### config.mk
export PLATFORM = sky130hd
export DESIGN_NAME = fsdr_regs
export DESIGN_NICKNAME = d
export VERILOG_FILES = /design/src/logic/fsdr_pkg.sv /design/src/logic/fsdr_sync2.sv /design/src/logic/fsdr_fault_pin.sv /design/src/logic/fsdr_regs.sv
export SDC_FILE = /design/constraint.sdc
export NUM_CORES = 1
export LEC_CHECK = 0
export CAP_MARGIN = 20
export CORE_ASPECT_RATIO = 1.5
export CORE_MARGIN = 2
export CORE_UTILIZATION = 41
export DETAILED_ROUTE_END_ITERATION = 12
export DONT_BUFFER_PORTS = 1
export GPL_TIMING_DRIVEN = 0
export SYNTH_ARGS = -nofsm -noshare
export SYNTH_HDL_FRONTEND = slang
export SYNTH_SLANG_ARGS = --single-unit
### constraint.sdc
create_clock -name clock -period 1.3 [get_ports clock]
set_clock_uncertainty 0.2 [all_clocks]
set_input_delay 0.325 -clock clock [delete_from_list [all_inputs] [get_ports clock]]
set_output_delay 0.325 -clock clock [all_outputs]
set_load 0.02 [all_outputs]
### src/logic/fsdr_pkg.sv
// Package of constants and carrier types for the fault status register bank
`default_nettype none
package fsdr_pkg;
    // ------------------------------------------------------------
    // Register selects (local codes of the command decoder)
    // ------------------------------------------------------------
    localparam logic [1:0] FSDR_SEL_STATUS = 2'h0;
    localparam logic [1:0] FSDR_SEL_CHECK = 2'h1;
    localparam logic [1:0] FSDR_SEL_MASK1 = 2'h2;
    localparam logic [1:0] FSDR_SEL_NONE = 2'h3;
    // ------------------------------------------------------------
    // Field positions
    // ------------------------------------------------------------
    localparam int FSDR_BIT_DEADTIME = 4;
    localparam int FSDR_BIT_SER = 3;
    localparam int FSDR_BIT_REG = 2;
    localparam int FSDR_BIT_OV = 1;
    localparam int FSDR_BIT_UV = 0;
    localparam int FSDR_STAT_W = 5;
    localparam int FSDR_CHK_W = 5;
    localparam int FSDR_MASK_W = 8;
    // ------------------------------------------------------------
    // Power-up and reset values
    // ------------------------------------------------------------
    localparam logic [4:0] FSDR_STAT_POWERUP = 5'h05;
    localparam logic [4:0] FSDR_STAT_RESET = 5'h00;
    localparam logic [4:0] FSDR_CHK_RESET = 5'h00;
    localparam logic [7:0] FSDR_MASK1_RESET = 8'hDA;
    localparam logic [7:0] FSDR_UNDEF_READ = 8'h00;

    // Fault events presented to the status block, one-cycle or level
    typedef struct packed {
        logic deadtime_violation;
        logic crc_fail;
        logic edge_count_fail;
        logic bad_command;
        logic bad_address;
        logic prog_fail;
        logic iso_link_fail;
        logic remote_change;
        logic prog_ok;
        logic supply_over;
        logic supply_under;
    } fsdr_event_t;

    // Other fault sources that feed the diagnostic pin
    typedef struct packed {
        logic thermal_warning;
        logic thermal_shutdown;
        logic short_feedback;
        logic sat_or_sense;
        logic overvoltage;
        logic undervoltage;
        logic remote_reg_error;
    } fsdr_ext_fault_t;

    // Host register access from the serial command decoder
    typedef struct packed {
        logic wr;
        logic rd;
        logic [1:0] sel;
        logic [7:0] wdata;
    } fsdr_req_t;
endpackage : fsdr_pkg
`default_nettype wire

### src/logic/fsdr_sync2.sv
// Two-flop synchroniser for asynchronous level inputs
`timescale 1ns/100ps
`default_nettype none
module fsdr_sync2 #(
    parameter int W = 1
) (
    input wire logic clock,
    input wire logic srst,
    input wire logic [W-1:0] async_in,
    output logic [W-1:0] sync_out
);
    logic [W-1:0] stage1;
    logic [W-1:0] next_stage1;
    logic [W-1:0] next_sync_out;

    always_comb begin
        next_stage1 = srst ? '0 : async_in;
        next_sync_out = srst ? '0 : stage1;
    end

    always_ff @(posedge clock) begin
        stage1 <= next_stage1;
        sync_out <= next_sync_out;
    end
endmodule : fsdr_sync2
`default_nettype wire

### src/logic/fsdr_fault_pin.sv
// Open-drain fault pin driver from mask and failure groups
`timescale 1ns/100ps
`default_nettype none
module fsdr_fault_pin
    import fsdr_pkg::*;
(
    input wire logic clock,
    input wire logic srst,
    input wire logic [7:0] mask,
    input wire logic [7:0] fail_group,
    output logic pin_oe,
    output logic pin_out
);
    logic next_pin_oe;

    always_comb begin
        next_pin_oe = srst ? 1'b0 : |(mask & fail_group);
    end

    always_ff @(posedge clock) begin
        pin_oe <= next_pin_oe;
        pin_out <= 1'b0;
    end
endmodule : fsdr_fault_pin
`default_nettype wire

### src/logic/fsdr_regs.sv
// Fault status, self-check control and fault pin mask register bank
`timescale 1ns/100ps
`default_nettype none
module fsdr_regs
    import fsdr_pkg::*;
(
    input wire logic clock,
    input wire logic srst,
    input wire logic power_up,
    input wire fsdr_req_t req,
    input wire fsdr_event_t events,
    input wire fsdr_ext_fault_t ext_fault,
    input wire logic supply_over_pin,
    input wire logic supply_under_pin,
    output logic [7:0] rdata,
    output logic rvalid,
    output logic safe_state,
    output logic sense_resistor_check_bit,
    output logic current_sense_comparator_check_bit,
    output logic saturation_detector_check_bit,
    output logic turnon_path_check_bit,
    output logic turnoff_path_check_bit,
    output logic fault_pin1_oe,
    output logic fault_pin1_out
);
    // ------------------------------------------------------------
    // State
    // ------------------------------------------------------------
    logic [FSDR_STAT_W-1:0] fault_status_three;
    logic [FSDR_STAT_W-1:0] next_fault_status_three;
    logic [FSDR_CHK_W-1:0] self_check_control;
    logic [FSDR_CHK_W-1:0] next_self_check_control;
    logic [FSDR_MASK_W-1:0] fault_pin1_mask;
    logic [FSDR_MASK_W-1:0] next_fault_pin1_mask;
    logic [7:0] next_rdata;
    logic next_rvalid;
    logic next_safe_state;
    logic [1:0] supply_sync;
    logic [7:0] fail_group;
    logic bad_access;
    logic deadtime_violation_flag;
    logic local_register_error_flag;
    logic logic_supply_overvoltage_flag;
    logic logic_supply_undervoltage_flag;

    // Supply comparators are analog, so they cross into the clock domain
    fsdr_sync2 #(
        .W(2)
    ) u_sync (
        .clock(clock),
        .srst(srst),
        .async_in({supply_over_pin, supply_under_pin}),
        .sync_out(supply_sync)
    );

    assign deadtime_violation_flag = fault_status_three[FSDR_BIT_DEADTIME];
    assign local_register_error_flag = fault_status_three[FSDR_BIT_REG];
    assign logic_supply_overvoltage_flag = fault_status_three[FSDR_BIT_OV];
    assign logic_supply_undervoltage_flag = fault_status_three[FSDR_BIT_UV];

    // Select decode, shared by the bad-access checks of writes and reads
    function automatic logic sel_valid(input logic [1:0] sel);
        sel_valid = (sel == FSDR_SEL_STATUS) || (sel == FSDR_SEL_CHECK)
            || (sel == FSDR_SEL_MASK1);
    endfunction : sel_valid

    // ------------------------------------------------------------
    // Status flags
    // ------------------------------------------------------------
    always_comb begin
        // bad address access flags serial error
        bad_access = (req.wr || req.rd) && !sel_valid(req.sel);
        // status is read-only, writing it is disallowed
        if (req.wr && req.sel == FSDR_SEL_STATUS) begin
            bad_access = 1'b1;
        end
        next_fault_status_three = fault_status_three;
        // correct programming releases error; set wins below
        if (events.prog_ok) begin
            next_fault_status_three[FSDR_BIT_REG] = 1'b0;
        end
        if (events.deadtime_violation) begin
            next_fault_status_three[FSDR_BIT_DEADTIME] = 1'b1;
        end
        if (events.crc_fail || events.edge_count_fail || bad_access
            || events.bad_command || events.bad_address) begin
            next_fault_status_three[FSDR_BIT_SER] = 1'b1;
        end
        if (events.prog_fail || events.iso_link_fail
            || events.remote_change) begin
            next_fault_status_three[FSDR_BIT_REG] = 1'b1;
        end
        if (events.supply_over || supply_sync[1]) begin
            next_fault_status_three[FSDR_BIT_OV] = 1'b1;
        end
        if (events.supply_under || supply_sync[0]) begin
            next_fault_status_three[FSDR_BIT_UV] = 1'b1;
        end
        if (srst) begin
            next_fault_status_three = FSDR_STAT_RESET;
        end
        if (power_up) begin
            next_fault_status_three = FSDR_STAT_POWERUP;
        end
    end

    always_ff @(posedge clock) begin
        fault_status_three <= next_fault_status_three;
    end

    // ------------------------------------------------------------
    // Writable registers
    // ------------------------------------------------------------
    always_comb begin
        next_self_check_control = self_check_control;
        next_fault_pin1_mask = fault_pin1_mask;
        if (req.wr && req.sel == FSDR_SEL_CHECK) begin
            next_self_check_control = req.wdata[FSDR_CHK_W-1:0];
        end
        if (req.wr && req.sel == FSDR_SEL_MASK1) begin
            next_fault_pin1_mask = req.wdata;
        end
        if (srst || power_up) begin
            next_self_check_control = FSDR_CHK_RESET;
            next_fault_pin1_mask = FSDR_MASK1_RESET;
        end
    end

    always_ff @(posedge clock) begin
        self_check_control <= next_self_check_control;
        fault_pin1_mask <= next_fault_pin1_mask;
    end

    // ------------------------------------------------------------
    // Read path and outputs
    // ------------------------------------------------------------
    always_comb begin
        next_rdata = FSDR_UNDEF_READ;
        next_rvalid = req.rd && !srst;
        if (req.rd) begin
            case (req.sel)
                FSDR_SEL_STATUS: next_rdata = {3'h0, fault_status_three};
                FSDR_SEL_CHECK: next_rdata = {3'h0, self_check_control};
                FSDR_SEL_MASK1: next_rdata = fault_pin1_mask;
                default: next_rdata = FSDR_UNDEF_READ;
            endcase
        end
        if (srst) begin
            next_rdata = FSDR_UNDEF_READ;
        end
        // safe state from register error and supply flags
        next_safe_state = next_fault_status_three[FSDR_BIT_REG]
            | next_fault_status_three[FSDR_BIT_OV]
            | next_fault_status_three[FSDR_BIT_UV];
    end

    always_ff @(posedge clock) begin
        rdata <= next_rdata;
        rvalid <= next_rvalid;
        safe_state <= next_safe_state;
        sense_resistor_check_bit <= next_self_check_control[0];
        current_sense_comparator_check_bit <= next_self_check_control[1];
        saturation_detector_check_bit <= next_self_check_control[2];
        turnon_path_check_bit <= next_self_check_control[3];
        turnoff_path_check_bit <= next_self_check_control[4];
    end

    // ------------------------------------------------------------
    // Fault pin one
    // ------------------------------------------------------------
    always_comb begin
        fail_group[0] = ext_fault.thermal_warning;
        fail_group[1] = ext_fault.thermal_shutdown;
        fail_group[2] = ext_fault.short_feedback | deadtime_violation_flag;
        fail_group[3] = ext_fault.sat_or_sense;
        fail_group[4] = ext_fault.overvoltage;
        fail_group[5] = ext_fault.undervoltage;
        fail_group[6] = logic_supply_overvoltage_flag
            | logic_supply_undervoltage_flag;
        fail_group[7] = fault_status_three[FSDR_BIT_SER]
            | local_register_error_flag | ext_fault.remote_reg_error;
    end

    // open drain asserts on enabled failure
    fsdr_fault_pin u_pin1 (
        .clock(clock),
        .srst(srst),
        .mask(fault_pin1_mask),
        .fail_group(fail_group),
        .pin_oe(fault_pin1_oe),
        .pin_out(fault_pin1_out)
    );
endmodule : fsdr_regs
`default_nettype wire

======== Word-level counts from Yosys, hierarchy flattened ========
Cells that the tools add are included.
word-level totals
  word-level logic and storage cells ...... 59
  flip-flop bits (word level) ............. 38
  output and inout bits ................... 17
cells by class
  bitwise logic cells ..................... 8
  multiplexer cells ....................... 10
  reduce and logical (&&, ||, !) cells .... 23
  eq/ne operators ......................... 2
operator list
  cell                  number
  $pmux W8 S3           1
  $logic_or A1 B1 Y1    12
  $mux W5               2
  $and A8 B8 Y8         1
  $reduce_or A8 Y1      1
  $mux W3               2
  $or A1 B1 Y1          6
  $logic_and A1 B1 Y1   5
  $mux W1               5
  $reduce_or A2 Y1      2
  $eq A2 B1 Y1 const B  1
  $eq A2 B2 Y1 const B  1
  $logic_not A1 Y1      2
  $logic_not A2 Y1      1
  $not A1 Y1            1

======== Depth between registers and ports, before layout ========
Gate-level depths: netlist of the first run.
  word-level depth ........................ 9
  gate-level depth with buffers ........... 5
  mapped depth without buffers ............ 3

======== Hierarchy ========
A second synthesis of the first run with hierarchy kept.
unflattened totals
  cell total of the unflattened synthesis .. 129
  area total of the unflattened synthesis .. 1238.7 µm²
modules (own cells, without submodules)
  module          sequential area each (µm²)  times used  cells each  area each (µm²)
  fsdr_regs       560.5                       1           113         1063.5
  fsdr_sync2      80.1                        1           8           105.1
  fsdr_fault_pin  20.0                        1           8           70.1

======== Least setup slack after synthesis of the first run ========
Ideal clock, no wire load.
  path type ............................... input to register
  start point ............................. in srst
  end point ............................... reg safe_state
  stages on the path ...................... 4
  setup time .............................. 134 ps
  path slack .............................. -77 ps
  data required time ...................... 966 ps
  arrival ................................. 1043 ps
  cell sequence ........................... buf_6 -> or2_4 -> nor2_2 -> or4_1
between the ends
  word-level cells in the longest chain between the ends .. 4
ends and longest elaborated chain
  item                                  RTL line          RTL
  from (decl)                           fsdr_regs.sv:8    input wire logic srst,
  $mux W3                               fsdr_regs.sv:99   if (srst) begin
  $mux W3                               fsdr_regs.sv:102  if (power_up) begin
  named net next_fault_status_three[1]  fsdr_regs.sv:30   logic [FSDR_STAT_W-1:0] next_fault_status_three;
  $or A1 B1 Y1                          fsdr_regs.sv:153  | next_fault_status_three[FSDR_BIT_OV]
  $or A1 B1 Y1                          fsdr_regs.sv:154  | next_fault_status_three[FSDR_BIT_UV];
  named net next_safe_state             fsdr_regs.sv:37   logic next_safe_state;
  to (signal assigned)                  fsdr_regs.sv:160  safe_state <= next_safe_state;
  to (decl)                             fsdr_regs.sv:17   output logic safe_state,
The timed path passes the listed nets, and every way through them passes these cells.
A chain may end at the register's enable or synchronous reset.

======== Final worst setup path of the first run ========
  start point ............................. reg u_sync.sync_out[1]
  end point ............................... reg safe_state
between the ends
  word-level cells in the longest chain between the ends .. 6
ends and longest elaborated chain
  item                                  RTL line          RTL
  from (decl)                           fsdr_sync2.sv:10  output logic [W-1:0] sync_out
  from (signal assigned)                fsdr_sync2.sv:23  sync_out <= next_sync_out;
  $logic_or A1 B1 Y1                    fsdr_regs.sv:93   if (events.supply_over || supply_sync[1]) begin
  $mux W1                               fsdr_regs.sv:93
  $mux W3                               fsdr_regs.sv:99
  $mux W3                               fsdr_regs.sv:102
  named net next_fault_status_three[1]  fsdr_regs.sv:30
  $or A1 B1 Y1                          fsdr_regs.sv:153
  $or A1 B1 Y1                          fsdr_regs.sv:154
  named net next_safe_state             fsdr_regs.sv:37
The timed path passes the listed nets, and every way through them passes these cells.

==> impl_metrics.prom, run 1 <==
# TYPE chip_impl_metric gauge
chip_impl_metric{name="m1WireLength",unit="µm"} 1070
chip_impl_metric{name="design.die.area",unit="µm²"} 3530
chip_impl_metric{name="routed-wl-met2",unit="µm"} 1460
chip_impl_metric{name="internal_cell_power",unit="W"} 0.00176
chip_impl_info{name="timing.setup.critical_path_class",value="flip-flop to flip-flop"} 1
chip_impl_metric{name="antenna_found_initial",unit=""} 0
chip_impl_metric{name="clock_power_share",unit=""} 0.438
chip_impl_metric{name="synth_cells",unit=""} 135
chip_impl_info{name="crit_path_cell_chain",value="nor3_2 -> nor2_2 -> or4_1"} 1
chip_impl_metric{name="minimum_clock_period_after_layout",unit="ns"} 1.33
chip_impl_metric{name="post_synthesis_cell_type_count",unit=""} 32
chip_impl_metric{name="wire_per_inst",unit="µm"} 14.3
chip_impl_info{name="critPathSlowestCell",value="or4_1"} 1
chip_impl_metric{name="critPathBufInv",unit=""} 0
chip_impl_metric{name="insertedDiodeCount",unit=""} 0
chip_impl_metric{name="drt-pass1-iter-count",unit=""} 4
chip_impl_metric{name="p_sw",unit="W"} 0.000465
chip_impl_metric{name="fin_crit_sh",unit=""} 1.02
chip_impl_metric{name="core.rowCount",unit=""} 24
chip_impl_metric{name="grt_max_degree",unit=""} 11
chip_impl_metric{name="avgViaCountPerCell",unit=""} 5.18
chip_impl_metric{name="hold_viol",unit=""} 4
chip_impl_info{name="crit-reg2reg-capture",value="safe_state"} 1
chip_impl_metric{name="setup_viol_count_final",unit=""} 1
chip_impl_metric{name="synth_top_cell_area_share",unit=""} 0.527
chip_impl_metric{name="postCtsHoldBufs",unit=""} 11
chip_impl_info{name="cp-end-kind",value="flip-flop"} 1
chip_impl_metric{name="finish.utilization",unit=""} 0.535
chip_impl_metric{name="initial_core_util",unit=""} 0.430
chip_impl_info{name="clk_root_buffer_cell",value="clkbuf_8"} 1
chip_impl_metric{name="drt_wl_total",unit="µm"} 2790
chip_impl_metric{name="ant_nets",unit=""} 0
chip_impl_metric{name="cts.reportedPaths.clkPinSlew",unit="ns"} 0.06
chip_impl_info{name="rsz_0062_raised_after_global_routing",value="yes"} 1
chip_impl_metric{name="drt_iter0_markers",unit=""} 13
chip_impl_metric{name="floorplan.core_area",unit="µm²"} 2910
chip_impl_metric{name="cts_max_level",unit=""} 2
chip_impl_metric{name="synth_nets",unit=""} 170
chip_impl_info{name="route.top_layer_used",value="met4"} 1
chip_impl_metric{name="max_clock_freq",unit="GHz"} 0.754
chip_impl_metric{name="die-height",unit="µm"} 71.7
chip_impl_info{name="tritoncts",value="built"} 1
chip_impl_metric{name="synth_area",unit="µm²"} 1250
chip_impl_info{name="netlist.top_cell.by_area",value="dfxtp_1"} 1
chip_impl_metric{name="drt_drc_violations_left",unit=""} 0
chip_impl_metric{name="dpl.hpwl",unit="µm"} 2090
chip_impl_metric{name="combPwrFrac",unit=""} 0.076
chip_impl_metric{name="worstPathRequired",unit="ns"} 1.26
chip_impl_metric{name="cts-root-to-sink-buffers",unit=""} 2
chip_impl_metric{name="first_global_vias",unit=""} 1003
chip_impl_metric{name="arrival",unit="ns"} 1.28
chip_impl_metric{name="nets_finish",unit=""} 190
chip_impl_info{name="run_status",value="finished with violations"} 1
chip_impl_metric{name="layout_setup_ws",unit="ns"} -0.0257
chip_impl_metric{name="power_leakage",unit="nW"} 0.622
chip_impl_metric{name="tritoncts.num_buffers",unit=""} 5
chip_impl_metric{name="die_width",unit="µm"} 49.2
chip_impl_info{name="setup.worst_path.end",value="safe_state"} 1
chip_impl_info{name="worstHoldPathType",value="primary input to flip-flop"} 1
chip_impl_metric{name="post_layout_nonfiller_instances",unit=""} 195
chip_impl_info{name="cp_top_family",value="simple AND/OR/NAND/NOR gates"} 1
chip_impl_metric{name="met3_wirelength",unit="µm"} 209
chip_impl_metric{name="finalSetupTns",unit="ns"} -0.0257
chip_impl_metric{name="ys_seq_area_frac",unit=""} 0.527
chip_impl_metric{name="p_sw_frac",unit=""} 0.209
chip_impl_metric{name="hold-worst-slack",unit="ns"} -0.0516
chip_impl_metric{name="fill_cells",unit=""} 297
chip_impl_metric{name="clock_sink_count",unit=""} 33
chip_impl_metric{name="globalplace.congestion",unit=""} 0.732
chip_impl_info{name="violations",value="hold timing, setup timing"} 1
chip_impl_metric{name="path_depth",unit=""} 3
chip_impl_metric{name="first_pass_grt_wire_length",unit="µm"} 4370
chip_impl_metric{name="overflow",unit=""} 0
chip_impl_info{name="critPathLaunchType",value="flip-flop"} 1
chip_impl_metric{name="setup.reg_to_reg.worst_slack",unit="ns"} -0.03
chip_impl_metric{name="grt.total_usage",unit=""} 0.167
chip_impl_metric{name="seqPwrFrac",unit=""} 0.486
chip_impl_metric{name="ir_worst_vdd",unit="mV"} 0.916
chip_impl_metric{name="buffer_ports.inserted",unit=""} 0
chip_impl_metric{name="drive_gt1_frac",unit=""} 0.160
chip_impl_metric{name="ys_ff_latch",unit=""} 33
chip_impl_metric{name="regArea",unit="µm²"} 667
chip_impl_metric{name="worstPathMaxFanout",unit=""} 2
chip_impl_metric{name="number_of_top_level_pins",unit=""} 52
chip_impl_metric{name="timing.max_cap.violations",unit=""} 0
chip_impl_info{name="startpoint",value="u_sync.sync_out[1]"} 1
chip_impl_info{name="yosys-top-cells-area",value="dfxtp_1, nand2_1, and2_1, mux2i_1, nand3_1"} 1
chip_impl_metric{name="syn_avg_cell_area",unit="µm²"} 9.29
chip_impl_metric{name="worst_skew_pair.late_latency",unit="ns"} 0.28
chip_impl_metric{name="vias",unit=""} 1010
chip_impl_metric{name="powerDensity",unit="nW/µm²"} 1420
chip_impl_metric{name="worstRegToRegCells",unit=""} 3
chip_impl_metric{name="placed_cells_incl_taps",unit=""} 174
chip_impl_metric{name="multi_input_combinational_cell_area",unit="µm²"} 552
chip_impl_metric{name="area.growth.synth_to_final",unit="%"} 24.4
chip_impl_metric{name="ys_warn_count",unit=""} 0
chip_impl_metric{name="drv_slew",unit=""} 0
chip_impl_metric{name="critical_path.max_stage_delay",unit="ns"} 0.49
chip_impl_info{name="r2r_start",value="u_sync.sync_out[1]"} 1
-- per-layer routing --
metal | track usage | up-vias
met1 | 0.157 | 467
li1 | - | 500
met4 | 0.0857 | 0
met2 | 0.297 | 37
met3 | 0.0771 | 6
met5 | 0 | -
-- area by class of cell --
type,instances,share of cell area
multi-input combinational,94,0.354
sequential,33,0.428
clock inverter,1,0.0193
clock buffer,7,0.0554
timing repair buffer,13,0.0803
tap,39,0.0313
buffer,8,0.0321
-- worst min-delay path by stage --
stage                     depth (start not counted)                     to        startpoint
after detailed placement                          1     u_sync.sync_out[1]  u_sync.stage1[1]
final                                             1  fault_status_three[2]          power_up
after global placement                            1     u_sync.sync_out[1]  u_sync.stage1[1]
after floorplan                                   1     u_sync.sync_out[1]  u_sync.stage1[1]
after CTS                                         1             safe_state          power_up
after global routing                              1  fault_status_three[2]          power_up
-- cells by family (layout without fill, tap and decap cells) --
kind of cell / Yosys count / count (layout) / synth area share
buffers and inverters: 8 / 29 / 0.0369
DFF: 33 / 33 / 0.527
and+or+nand+nor: 65 / 65 / 0.272
muxes: 5 / 5 / 0.0399
AOI/OAI and AO/OA: 23 / 23 / 0.121
other: 1 / 1 / 0.00299
-- repair_timing --
item | 4_1_cts | 5_1_grt
endpoints found under the hold margin | 20 | 4
gates resized for setup | 3 | 3
buffers inserted | 2 | 0
pin swaps | 4 | 1
setup endpoints to repair | 2 | 4
-- cells in the mapped netlist, drive strengths merged --
master / count
dfxtp: 33
nand2: 22
nand3: 10
a21oi: 9
and2: 8
buf: 6
nor2: 6
mux2i: 5
nor2b: 5
o2bb2ai: 5
nor3: 3
a31oi: 2
and3b: 2
clkbuf: 2
nand3b: 2
o21ai: 2
or2: 2
or4: 2
a222oi: 1
a22oi: 1
and2b: 1
and3: 1
conb: 1
nand2b: 1
o211ai: 1
o21bai: 1
o31ai: 1
-- placed cells by master, fill, tap and decap left out, types with 3 or more instances in the layout --
cell type / n
buf_4: 3
and2_1: 8
nor2b_1: 5
a21oi_1: 9
nand3_1: 10
buf_2: 4
clkbuf_8: 6
dlygate4sd3_1: 11
nand2_1: 22
dfxtp_1: 28
clkbuf_1: 3
mux2i_1: 5
dfxtp_2: 5
nor2_1: 5
o2bb2ai_1: 5
-- per-stage QoR --
step	instance area, µm²	power [W]	worst slack, ns
after global placement	1310	0.00123	-0.130
after detailed placement	1310	0.00123	-0.131
after global routing	1560	0.00232	-0.0823
after CTS	1560	0.00225	-0.0273
after floorplan	1260	0.00120	-0.0704
final	1560	0.00222	-0.0257
-- power by group through the flow --
stage          Sequential (W)  Clock, W  Combinational, W
2_1_floorplan         0.00110         0          0.000107
3_3_place_gp          0.00110         0          0.000128
3_5_place_dp          0.00110         0          0.000131
4_1_cts               0.00108  0.000999          0.000168
5_1_grt               0.00108   0.00105          0.000185
6_report              0.00108  0.000973          0.000168
-- sequential cells by signal, indices dropped and copies added, names as in the netlist --
| signal | cells |
|---|---|
| fault_pin1_mask | 8 |
| rdata | 8 |
| fault_status_three | 5 |
| self_check_control | 5 |
| u_sync.stage1 | 2 |
| u_sync.sync_out | 2 |
| rvalid | 1 |
| safe_state | 1 |
| u_pin1.pin_oe | 1 |
No activity file was read; power rests on OpenSTA's default activity.
==> inputs of run 2 (changes only) <==
--- a/config.mk
+++ b/config.mk
@@ -5,8 +5,7 @@
 export SDC_FILE = /design/constraint.sdc
 export NUM_CORES = 1
 export LEC_CHECK = 0
-export CAP_MARGIN = 20
-export CORE_ASPECT_RATIO = 1.5
+export CORE_ASPECT_RATIO = 0.5
 export CORE_MARGIN = 2
 export CORE_UTILIZATION = 41
 export DETAILED_ROUTE_END_ITERATION = 12
==> impl_metrics.prom, run 2 (synthesis results as in run 1) <==
# TYPE chip_impl_metric gauge
chip_impl_metric{name="setup_viol_count_final",unit=""} 1
chip_impl_metric{name="total_power",unit="W"} 0.00201
chip_impl_info{name="run_status",value="finished with violations"} 1
chip_impl_info{name="critPathLaunchType",value="flip-flop"} 1
chip_impl_metric{name="cts-root-to-sink-buffers",unit=""} 2
chip_impl_metric{name="wire_per_inst",unit="µm"} 14.4
chip_impl_info{name="clk_root_buffer_cell",value="clkbuf_8"} 1
chip_impl_metric{name="initial_core_util",unit=""} 0.423
chip_impl_metric{name="die-height",unit="µm"} 43.1
chip_impl_metric{name="area.growth.synth_to_final",unit="%"} 22.8
chip_impl_info{name="violations",value="hold timing, setup timing"} 1
chip_impl_metric{name="number_of_top_level_pins",unit=""} 52
chip_impl_metric{name="powerDensity",unit="nW/µm²"} 1310
chip_impl_metric{name="critical_path.max_stage_delay",unit="ns"} 0.49
chip_impl_info{name="tritoncts",value="built"} 1
chip_impl_metric{name="overflow",unit=""} 0
chip_impl_metric{name="dp_worst_setup_slack",unit="ns"} -0.123
chip_impl_metric{name="nets_finish",unit=""} 190
chip_impl_metric{name="design.die.area",unit="µm²"} 3540
chip_impl_metric{name="power_leakage",unit="nW"} 0.611
chip_impl_info{name="worstHoldPathType",value="primary input to flip-flop"} 1
chip_impl_metric{name="drt_drc_violations_left",unit=""} 0
chip_impl_info{name="cp_top_family",value="simple AND/OR/NAND/NOR gates"} 1
chip_impl_info{name="timing.setup.critical_path_class",value="flip-flop to flip-flop"} 1
chip_impl_metric{name="die_width",unit="µm"} 82.2
chip_impl_info{name="rsz_0062_raised_after_global_routing",value="yes"} 1
chip_impl_metric{name="finish.utilization",unit=""} 0.520
chip_impl_metric{name="dpl.hpwl",unit="µm"} 2040
chip_impl_metric{name="drv_slew",unit=""} 0
chip_impl_metric{name="grt.total_usage",unit=""} 0.175
chip_impl_metric{name="ir_worst_vdd",unit="mV"} 0.601
chip_impl_metric{name="worstPathRequired",unit="ns"} 1.25
chip_impl_metric{name="cts_max_level",unit=""} 2
chip_impl_metric{name="antenna_found_initial",unit=""} 0
chip_impl_metric{name="fill_cells",unit=""} 284
chip_impl_metric{name="floorplan.core_area",unit="µm²"} 2960
chip_impl_metric{name="max_clock_freq",unit="GHz"} 0.755
chip_impl_metric{name="drt_wl_total",unit="µm"} 2810
chip_impl_metric{name="drt_iter0_markers",unit=""} 49
chip_impl_info{name="critPathSlowestCell",value="or4_1"} 1
chip_impl_metric{name="arrival",unit="ns"} 1.28
chip_impl_metric{name="fin_crit_sh",unit=""} 1.02
chip_impl_metric{name="minimum_clock_period_after_layout",unit="ns"} 1.33
chip_impl_metric{name="hold_viol",unit=""} 4
chip_impl_metric{name="worst_skew_pair.late_latency",unit="ns"} 0.28
chip_impl_metric{name="worstPathMaxFanout",unit=""} 2
chip_impl_metric{name="cts.reportedPaths.clkPinSlew",unit="ns"} 0.06
chip_impl_metric{name="drt-pass1-iter-count",unit=""} 4
chip_impl_metric{name="buffer_ports.inserted",unit=""} 0
chip_impl_metric{name="core.rowCount",unit=""} 14
chip_impl_metric{name="first_global_vias",unit=""} 962
chip_impl_metric{name="avgViaCountPerCell",unit=""} 5.12
chip_impl_info{name="largest_registers",value="fault_pin1_mask x8, rdata x8"} 1
chip_impl_metric{name="vias",unit=""} 998
chip_impl_metric{name="layout_setup_ws",unit="ns"} -0.0253
chip_impl_metric{name="hold-worst-slack",unit="ns"} -0.0503
chip_impl_metric{name="drive_gt1_frac",unit=""} 0.161
chip_impl_metric{name="ant_nets",unit=""} 0
chip_impl_metric{name="timing.max_cap.violations",unit=""} 0
chip_impl_info{name="layout_commonest_cell",value="dfxtp_1"} 1
chip_impl_metric{name="grt_max_degree",unit=""} 11
chip_impl_info{name="layout_common_cells",value="dfxtp_1, nand2_1, dlygate4sd3_1"} 1
chip_impl_metric{name="globalplace.congestion",unit=""} 0.767
chip_impl_metric{name="clock_sink_count",unit=""} 33
chip_impl_metric{name="first_pass_grt_wire_length",unit="µm"} 4440
chip_impl_info{name="cp-end-kind",value="flip-flop"} 1
chip_impl_metric{name="tritoncts.num_buffers",unit=""} 5
chip_impl_metric{name="insertedDiodeCount",unit=""} 0
chip_impl_metric{name="critPathBufInv",unit=""} 0
chip_impl_info{name="crit_path_cell_chain",value="nor3_2 -> nor2_2 -> or4_1"} 1
run 2: changes by cell type in the layout (fill, tap and decap cells not counted):
cell,delta
dlygate4sd3_1,+1
or4_1,-1
bufinv_16,-1
or4_4,+1
nor2_1,-1
buf_4,-1
nor2_2,+1
run 2: area by class of cell:
type	count	area, µm²	share of cell area
timing repair buffer	13	128	0.0829
sequential	33	667	0.433
tap	40	50.0	0.0325
multi-input combinational	94	558	0.363
buffer	8	50.0	0.0325
clock buffer	7	86.3	0.0561
run 2: routing by layer:
| metal | global-route usage | part of all wire | vias up |
|---|---|---|---|
| li1 | - | - | 502 |
| met1 | 0.225 | 0.47 | 457 |
| met2 | 0.255 | 0.44 | 32 |
| met3 | 0.0723 | 0.071 | 7 |
| met4 | 0.0800 | 0.016 | 0 |
| met5 | 0 | 0 | - |
run 2: through the flow:
stage | instances | area [µm²] | setup TNS [ns]
after global placement | 175 | 1310 | -2.30
after detailed placement | 175 | 1310 | -2.15
after CTS | 194 | 1520 | -0.0429
final | 195 | 1540 | -0.0253
after floorplan | 135 | 1260 | -0.0704
after global routing | 195 | 1540 | -0.136
run 2: where the power goes:
group	switching, W	leakage, nW	internal (W)
combinational	0.0000824	0.295	0.0000862
sequential	0.0000345	0.272	0.00105
clock	0.000346	0.0443	0.000420
run 2: what timing repair did:
item                       CTS  global route
hold endpoints to repair    19             5
buffers inserted             1             0
setup endpoints to repair    2             5
hold buffers                11             1
pin swaps                    4             2
gates resized for setup      2             6
run 2: path summary, 6_finish.rpt:
kind / start / end / slack (ns) / cells past startpoint
worst max-delay path: u_sync.sync_out[1] / safe_state / -0.03 / 3
worst min-delay path: power_up / fault_status_three[2] / -0.05 / 1
worst max register to register: u_sync.sync_out[1] / safe_state / -0.03 / 3
worst min register to register: u_sync.stage1[1] / u_sync.sync_out[1] / 0.23 / 1
==> inputs of run 3 (changes only) <==
--- a/config.mk
+++ b/config.mk
@@ -5,12 +5,14 @@
 export SDC_FILE = /design/constraint.sdc
 export NUM_CORES = 1
 export LEC_CHECK = 0
-export CORE_ASPECT_RATIO = 0.5
 export CORE_MARGIN = 2
-export CORE_UTILIZATION = 41
+export CORE_UTILIZATION = 54
 export DETAILED_ROUTE_END_ITERATION = 12
 export DONT_BUFFER_PORTS = 1
 export GPL_TIMING_DRIVEN = 0
+export PLACE_DENSITY = 0.72
+export SLEW_MARGIN = 10
 export SYNTH_ARGS = -nofsm -noshare
 export SYNTH_HDL_FRONTEND = slang
+export SYNTH_HIERARCHICAL = 1
 export SYNTH_SLANG_ARGS = --single-unit
==> impl_metrics.prom, run 3 <==
# TYPE chip_impl_metric gauge
chip_impl_metric{name="design.die.area",unit="µm²"} 2690
chip_impl_metric{name="max_clock_freq",unit="GHz"} 0.745
chip_impl_metric{name="drt_wl_total",unit="µm"} 2750
chip_impl_metric{name="cts_max_level",unit=""} 2
chip_impl_metric{name="setup_viol_count_final",unit=""} 2
chip_impl_metric{name="synth_cells",unit=""} 129
chip_impl_metric{name="insertedDiodeCount",unit=""} 0
chip_impl_metric{name="post_layout_nonfiller_instances",unit=""} 180
chip_impl_metric{name="number_of_top_level_pins",unit=""} 52
chip_impl_metric{name="worstPathMaxFanout",unit=""} 2
chip_impl_metric{name="hold-worst-slack",unit="ns"} -0.156
chip_impl_metric{name="postSynth.asyncResetShare",unit=""} 0
chip_impl_metric{name="synth_nets",unit=""} 164
chip_impl_metric{name="dpl.hpwl",unit="µm"} 1940
chip_impl_metric{name="clock_sink_count",unit=""} 33
chip_impl_metric{name="minimum_clock_period_after_layout",unit="ns"} 1.34
chip_impl_metric{name="fin_crit_sh",unit=""} 1.03
chip_impl_metric{name="postCtsHoldBufs",unit=""} 15
chip_impl_metric{name="die_width",unit="µm"} 51.9
chip_impl_metric{name="globalplace.congestion",unit=""} 0.823
chip_impl_info{name="run_status",value="finished with violations"} 1
chip_impl_metric{name="drt-pass1-iter-count",unit=""} 4
chip_impl_metric{name="placed_cells_incl_taps",unit=""} 157
chip_impl_metric{name="cts.reportedPaths.clkPinSlew",unit="ns"} 0.09
chip_impl_metric{name="drt_drc_violations_left",unit=""} 0
chip_impl_info{name="largest_registers",value="fault_pin1_mask x8, rdata x8"} 1
chip_impl_info{name="critPathLaunchType",value="flip-flop"} 1
chip_impl_info{name="netlist.top_cell.by_area",value="dfxtp_1"} 1
chip_impl_info{name="layout_common_cells",value="dfxtp_2, nand2_1, dfxtp_1, dlygate4sd3_1"} 1
chip_impl_metric{name="drive_gt1_frac",unit=""} 0.276
chip_impl_info{name="timing.setup.critical_path_class",value="flip-flop to flip-flop"} 1
chip_impl_metric{name="power_leakage",unit="nW"} 0.666
chip_impl_metric{name="finalSetupTns",unit="ns"} -0.0705
chip_impl_metric{name="total_power",unit="W"} 0.00189
chip_impl_metric{name="first_pass_grt_wire_length",unit="µm"} 4440
chip_impl_info{name="cp-end-kind",value="flip-flop"} 1
chip_impl_metric{name="synth-compound-area-share",unit=""} 0.100
chip_impl_metric{name="ys_ff_latch",unit=""} 33
chip_impl_metric{name="core.rowCount",unit=""} 17
chip_impl_metric{name="grt.total_usage",unit=""} 0.231
chip_impl_metric{name="setup.reg_to_reg.worst_slack",unit="ns"} -0.04
chip_impl_metric{name="ir_worst_vdd",unit="mV"} 0.999
chip_impl_metric{name="vias",unit=""} 1010
chip_impl_info{name="clk_root_buffer_cell",value="clkbuf_4"} 1
chip_impl_metric{name="floorplan.core_area",unit="µm²"} 2190
chip_impl_metric{name="drv_slew",unit=""} 0
chip_impl_info{name="rsz_0062_raised_after_global_routing",value="yes"} 1
chip_impl_info{name="tritoncts",value="built"} 1
chip_impl_metric{name="arrival",unit="ns"} 1.35
chip_impl_info{name="critPathSlowestCell",value="or4_1"} 1
chip_impl_metric{name="antenna_found_initial",unit=""} 0
chip_impl_metric{name="nets_finish",unit=""} 186
chip_impl_metric{name="ys_warn_count",unit=""} 6
chip_impl_metric{name="buffer_ports.inserted",unit=""} 0
chip_impl_metric{name="final_area",unit="µm²"} 1560
chip_impl_metric{name="tritoncts.num_buffers",unit=""} 5
chip_impl_metric{name="hold_viol",unit=""} 10
chip_impl_metric{name="yosys-mux-area-fraction",unit=""} 0.0808
chip_impl_metric{name="overflow",unit=""} 0
chip_impl_metric{name="regArea",unit="µm²"} 683
chip_impl_metric{name="area.growth.synth_to_final",unit="%"} 25.6
chip_impl_metric{name="first_global_vias",unit=""} 996
chip_impl_info{name="netlist_top_cells_count",value="dfxtp_1, nand2_1, nor2_1, mux2i_1"} 1
chip_impl_metric{name="placed_cell_area",unit="µm²"} 1280
chip_impl_info{name="cp_top_family",value="simple AND/OR/NAND/NOR gates"} 1
chip_impl_metric{name="worstPathRequired",unit="ns"} 1.31
chip_impl_metric{name="avgViaCountPerCell",unit=""} 5.61
chip_impl_metric{name="layout_setup_ws",unit="ns"} -0.0428
chip_impl_metric{name="critical_path.max_stage_delay",unit="ns"} 0.46
chip_impl_info{name="violations",value="hold timing, setup timing"} 1
chip_impl_metric{name="grt_max_degree",unit=""} 11
chip_impl_info{name="ys.flop_type",value="dfxtp_1"} 1
chip_impl_metric{name="worst_skew_pair.late_latency",unit="ns"} 0.32
chip_impl_metric{name="die-height",unit="µm"} 51.9
chip_impl_metric{name="cts-root-to-sink-buffers",unit=""} 2
chip_impl_metric{name="post_synthesis_cell_type_count",unit=""} 28
chip_impl_info{name="combinational_family_with_the_most_area_after_synthesis",value="simple AND/OR/NAND/NOR gates"} 1
chip_impl_metric{name="initial_core_util",unit=""} 0.565
chip_impl_info{name="crit_path_cell_chain",value="nor3_2 -> o21bai_1 -> or4_1"} 1
chip_impl_metric{name="wire_per_inst",unit="µm"} 15.3
chip_impl_metric{name="ant_nets",unit=""} 0
chip_impl_metric{name="ys_seq_area_frac",unit=""} 0.533
chip_impl_metric{name="synthXorXnorAreaFrac",unit=""} 0
chip_impl_metric{name="dp_worst_setup_slack",unit="ns"} -0.133
chip_impl_metric{name="synth_area",unit="µm²"} 1240
chip_impl_metric{name="synth_enable_flop_cells",unit=""} 0
chip_impl_metric{name="timing.max_cap.violations",unit=""} 0
chip_impl_metric{name="drt_iter0_markers",unit=""} 21
chip_impl_info{name="yosys-top-cells-area",value="dfxtp_1, mux2i_1, nand2_1, o2bb2ai_1, nor2_1"} 1
chip_impl_metric{name="critPathBufInv",unit=""} 0
chip_impl_metric{name="post_synth_fa_ha_maj_area_fraction",unit=""} 0
chip_impl_metric{name="synth_simple_gate_area_frac",unit=""} 0.254
chip_impl_metric{name="syn_avg_cell_area",unit="µm²"} 9.60
chip_impl_metric{name="powerDensity",unit="nW/µm²"} 1210
chip_impl_info{name="layout_commonest_cell",value="dfxtp_2"} 1
chip_impl_metric{name="synth_top_cell_area_share",unit=""} 0.533
chip_impl_metric{name="fill_cells",unit=""} 169
chip_impl_info{name="worstHoldPathType",value="primary input to flip-flop"} 1
chip_impl_metric{name="multi_input_combinational_cell_area",unit="µm²"} 581
chip_impl_info{name="synth.most_common_cell",value="dfxtp_1"} 1
run 3: cell count changes in the layout (fill, tap and decap cells not counted), moves of 5 or more:
cell and delta:
nand2_1 -5, nand3_1 -5, clkbuf_4 +5, a21oi_1 -5, mux2i_1 +5, nor2_1 +6, dfxtp_2 +13, dfxtp_1 -13
run 3: layout make-up:
class | count | area share
Buffer | 7 | 0.0233
Timing Repair Buffer | 15 | 0.0965
Clock buffer | 7 | 0.0418
Multi-Input combinational cell | 89 | 0.373
Clock inverter | 1 | 0.00322
Tap cell | 28 | 0.0225
Sequential cell | 33 | 0.439
run 3: through the flow:
step	utilization	hold WS, ns
floorplan	-	0.197
global placement	0.586	0.200
detailed placement	0.586	0.199
CTS	0.690	-0.144
global route	0.710	-0.176
finish	0.710	-0.156
run 3: where the power goes:
part	switching (W)	internal, W
combinational	0.0000748	0.0000911
clock	0.000323	0.000313
sequential	0.0000369	0.00105
run 3: path summary, 6_finish.rpt:
check,startpoint,endpoint,cells past startpoint
worst max-delay path,u_sync/sync_out[0],safe_state,3
worst min-delay path,srst,u_pin1/pin_oe,1
worst min register to register,fault_pin1_mask[0],fault_pin1_mask[0],2
worst max register to register,u_sync/sync_out[0],safe_state,3
run 3: cell families after synthesis:
family / Yosys count
AO/OA/AOI/OAI: 17
buffers and inverters: 7
flip-flops: 33
multiplexers: 10
other: 1
AND/OR/NAND/NOR: 61
run 3: repair_timing:
item                                   in CTS  in global routing
buffers inserted                            0                  0
setup endpoints to repair                   8                 14
endpoints found under the hold margin      24                 10
gates resized for setup                     7                 17
pin swaps                                   4                  5
run 3: layer usage:
layer,global-route usage,vias up,share of wire
met2,0.384,44,0.51
met3,0.0805,9,0.070
met1,0.255,470,0.40
met4,0.127,0,0.021
met5,0,-,0
li1,-,487,-
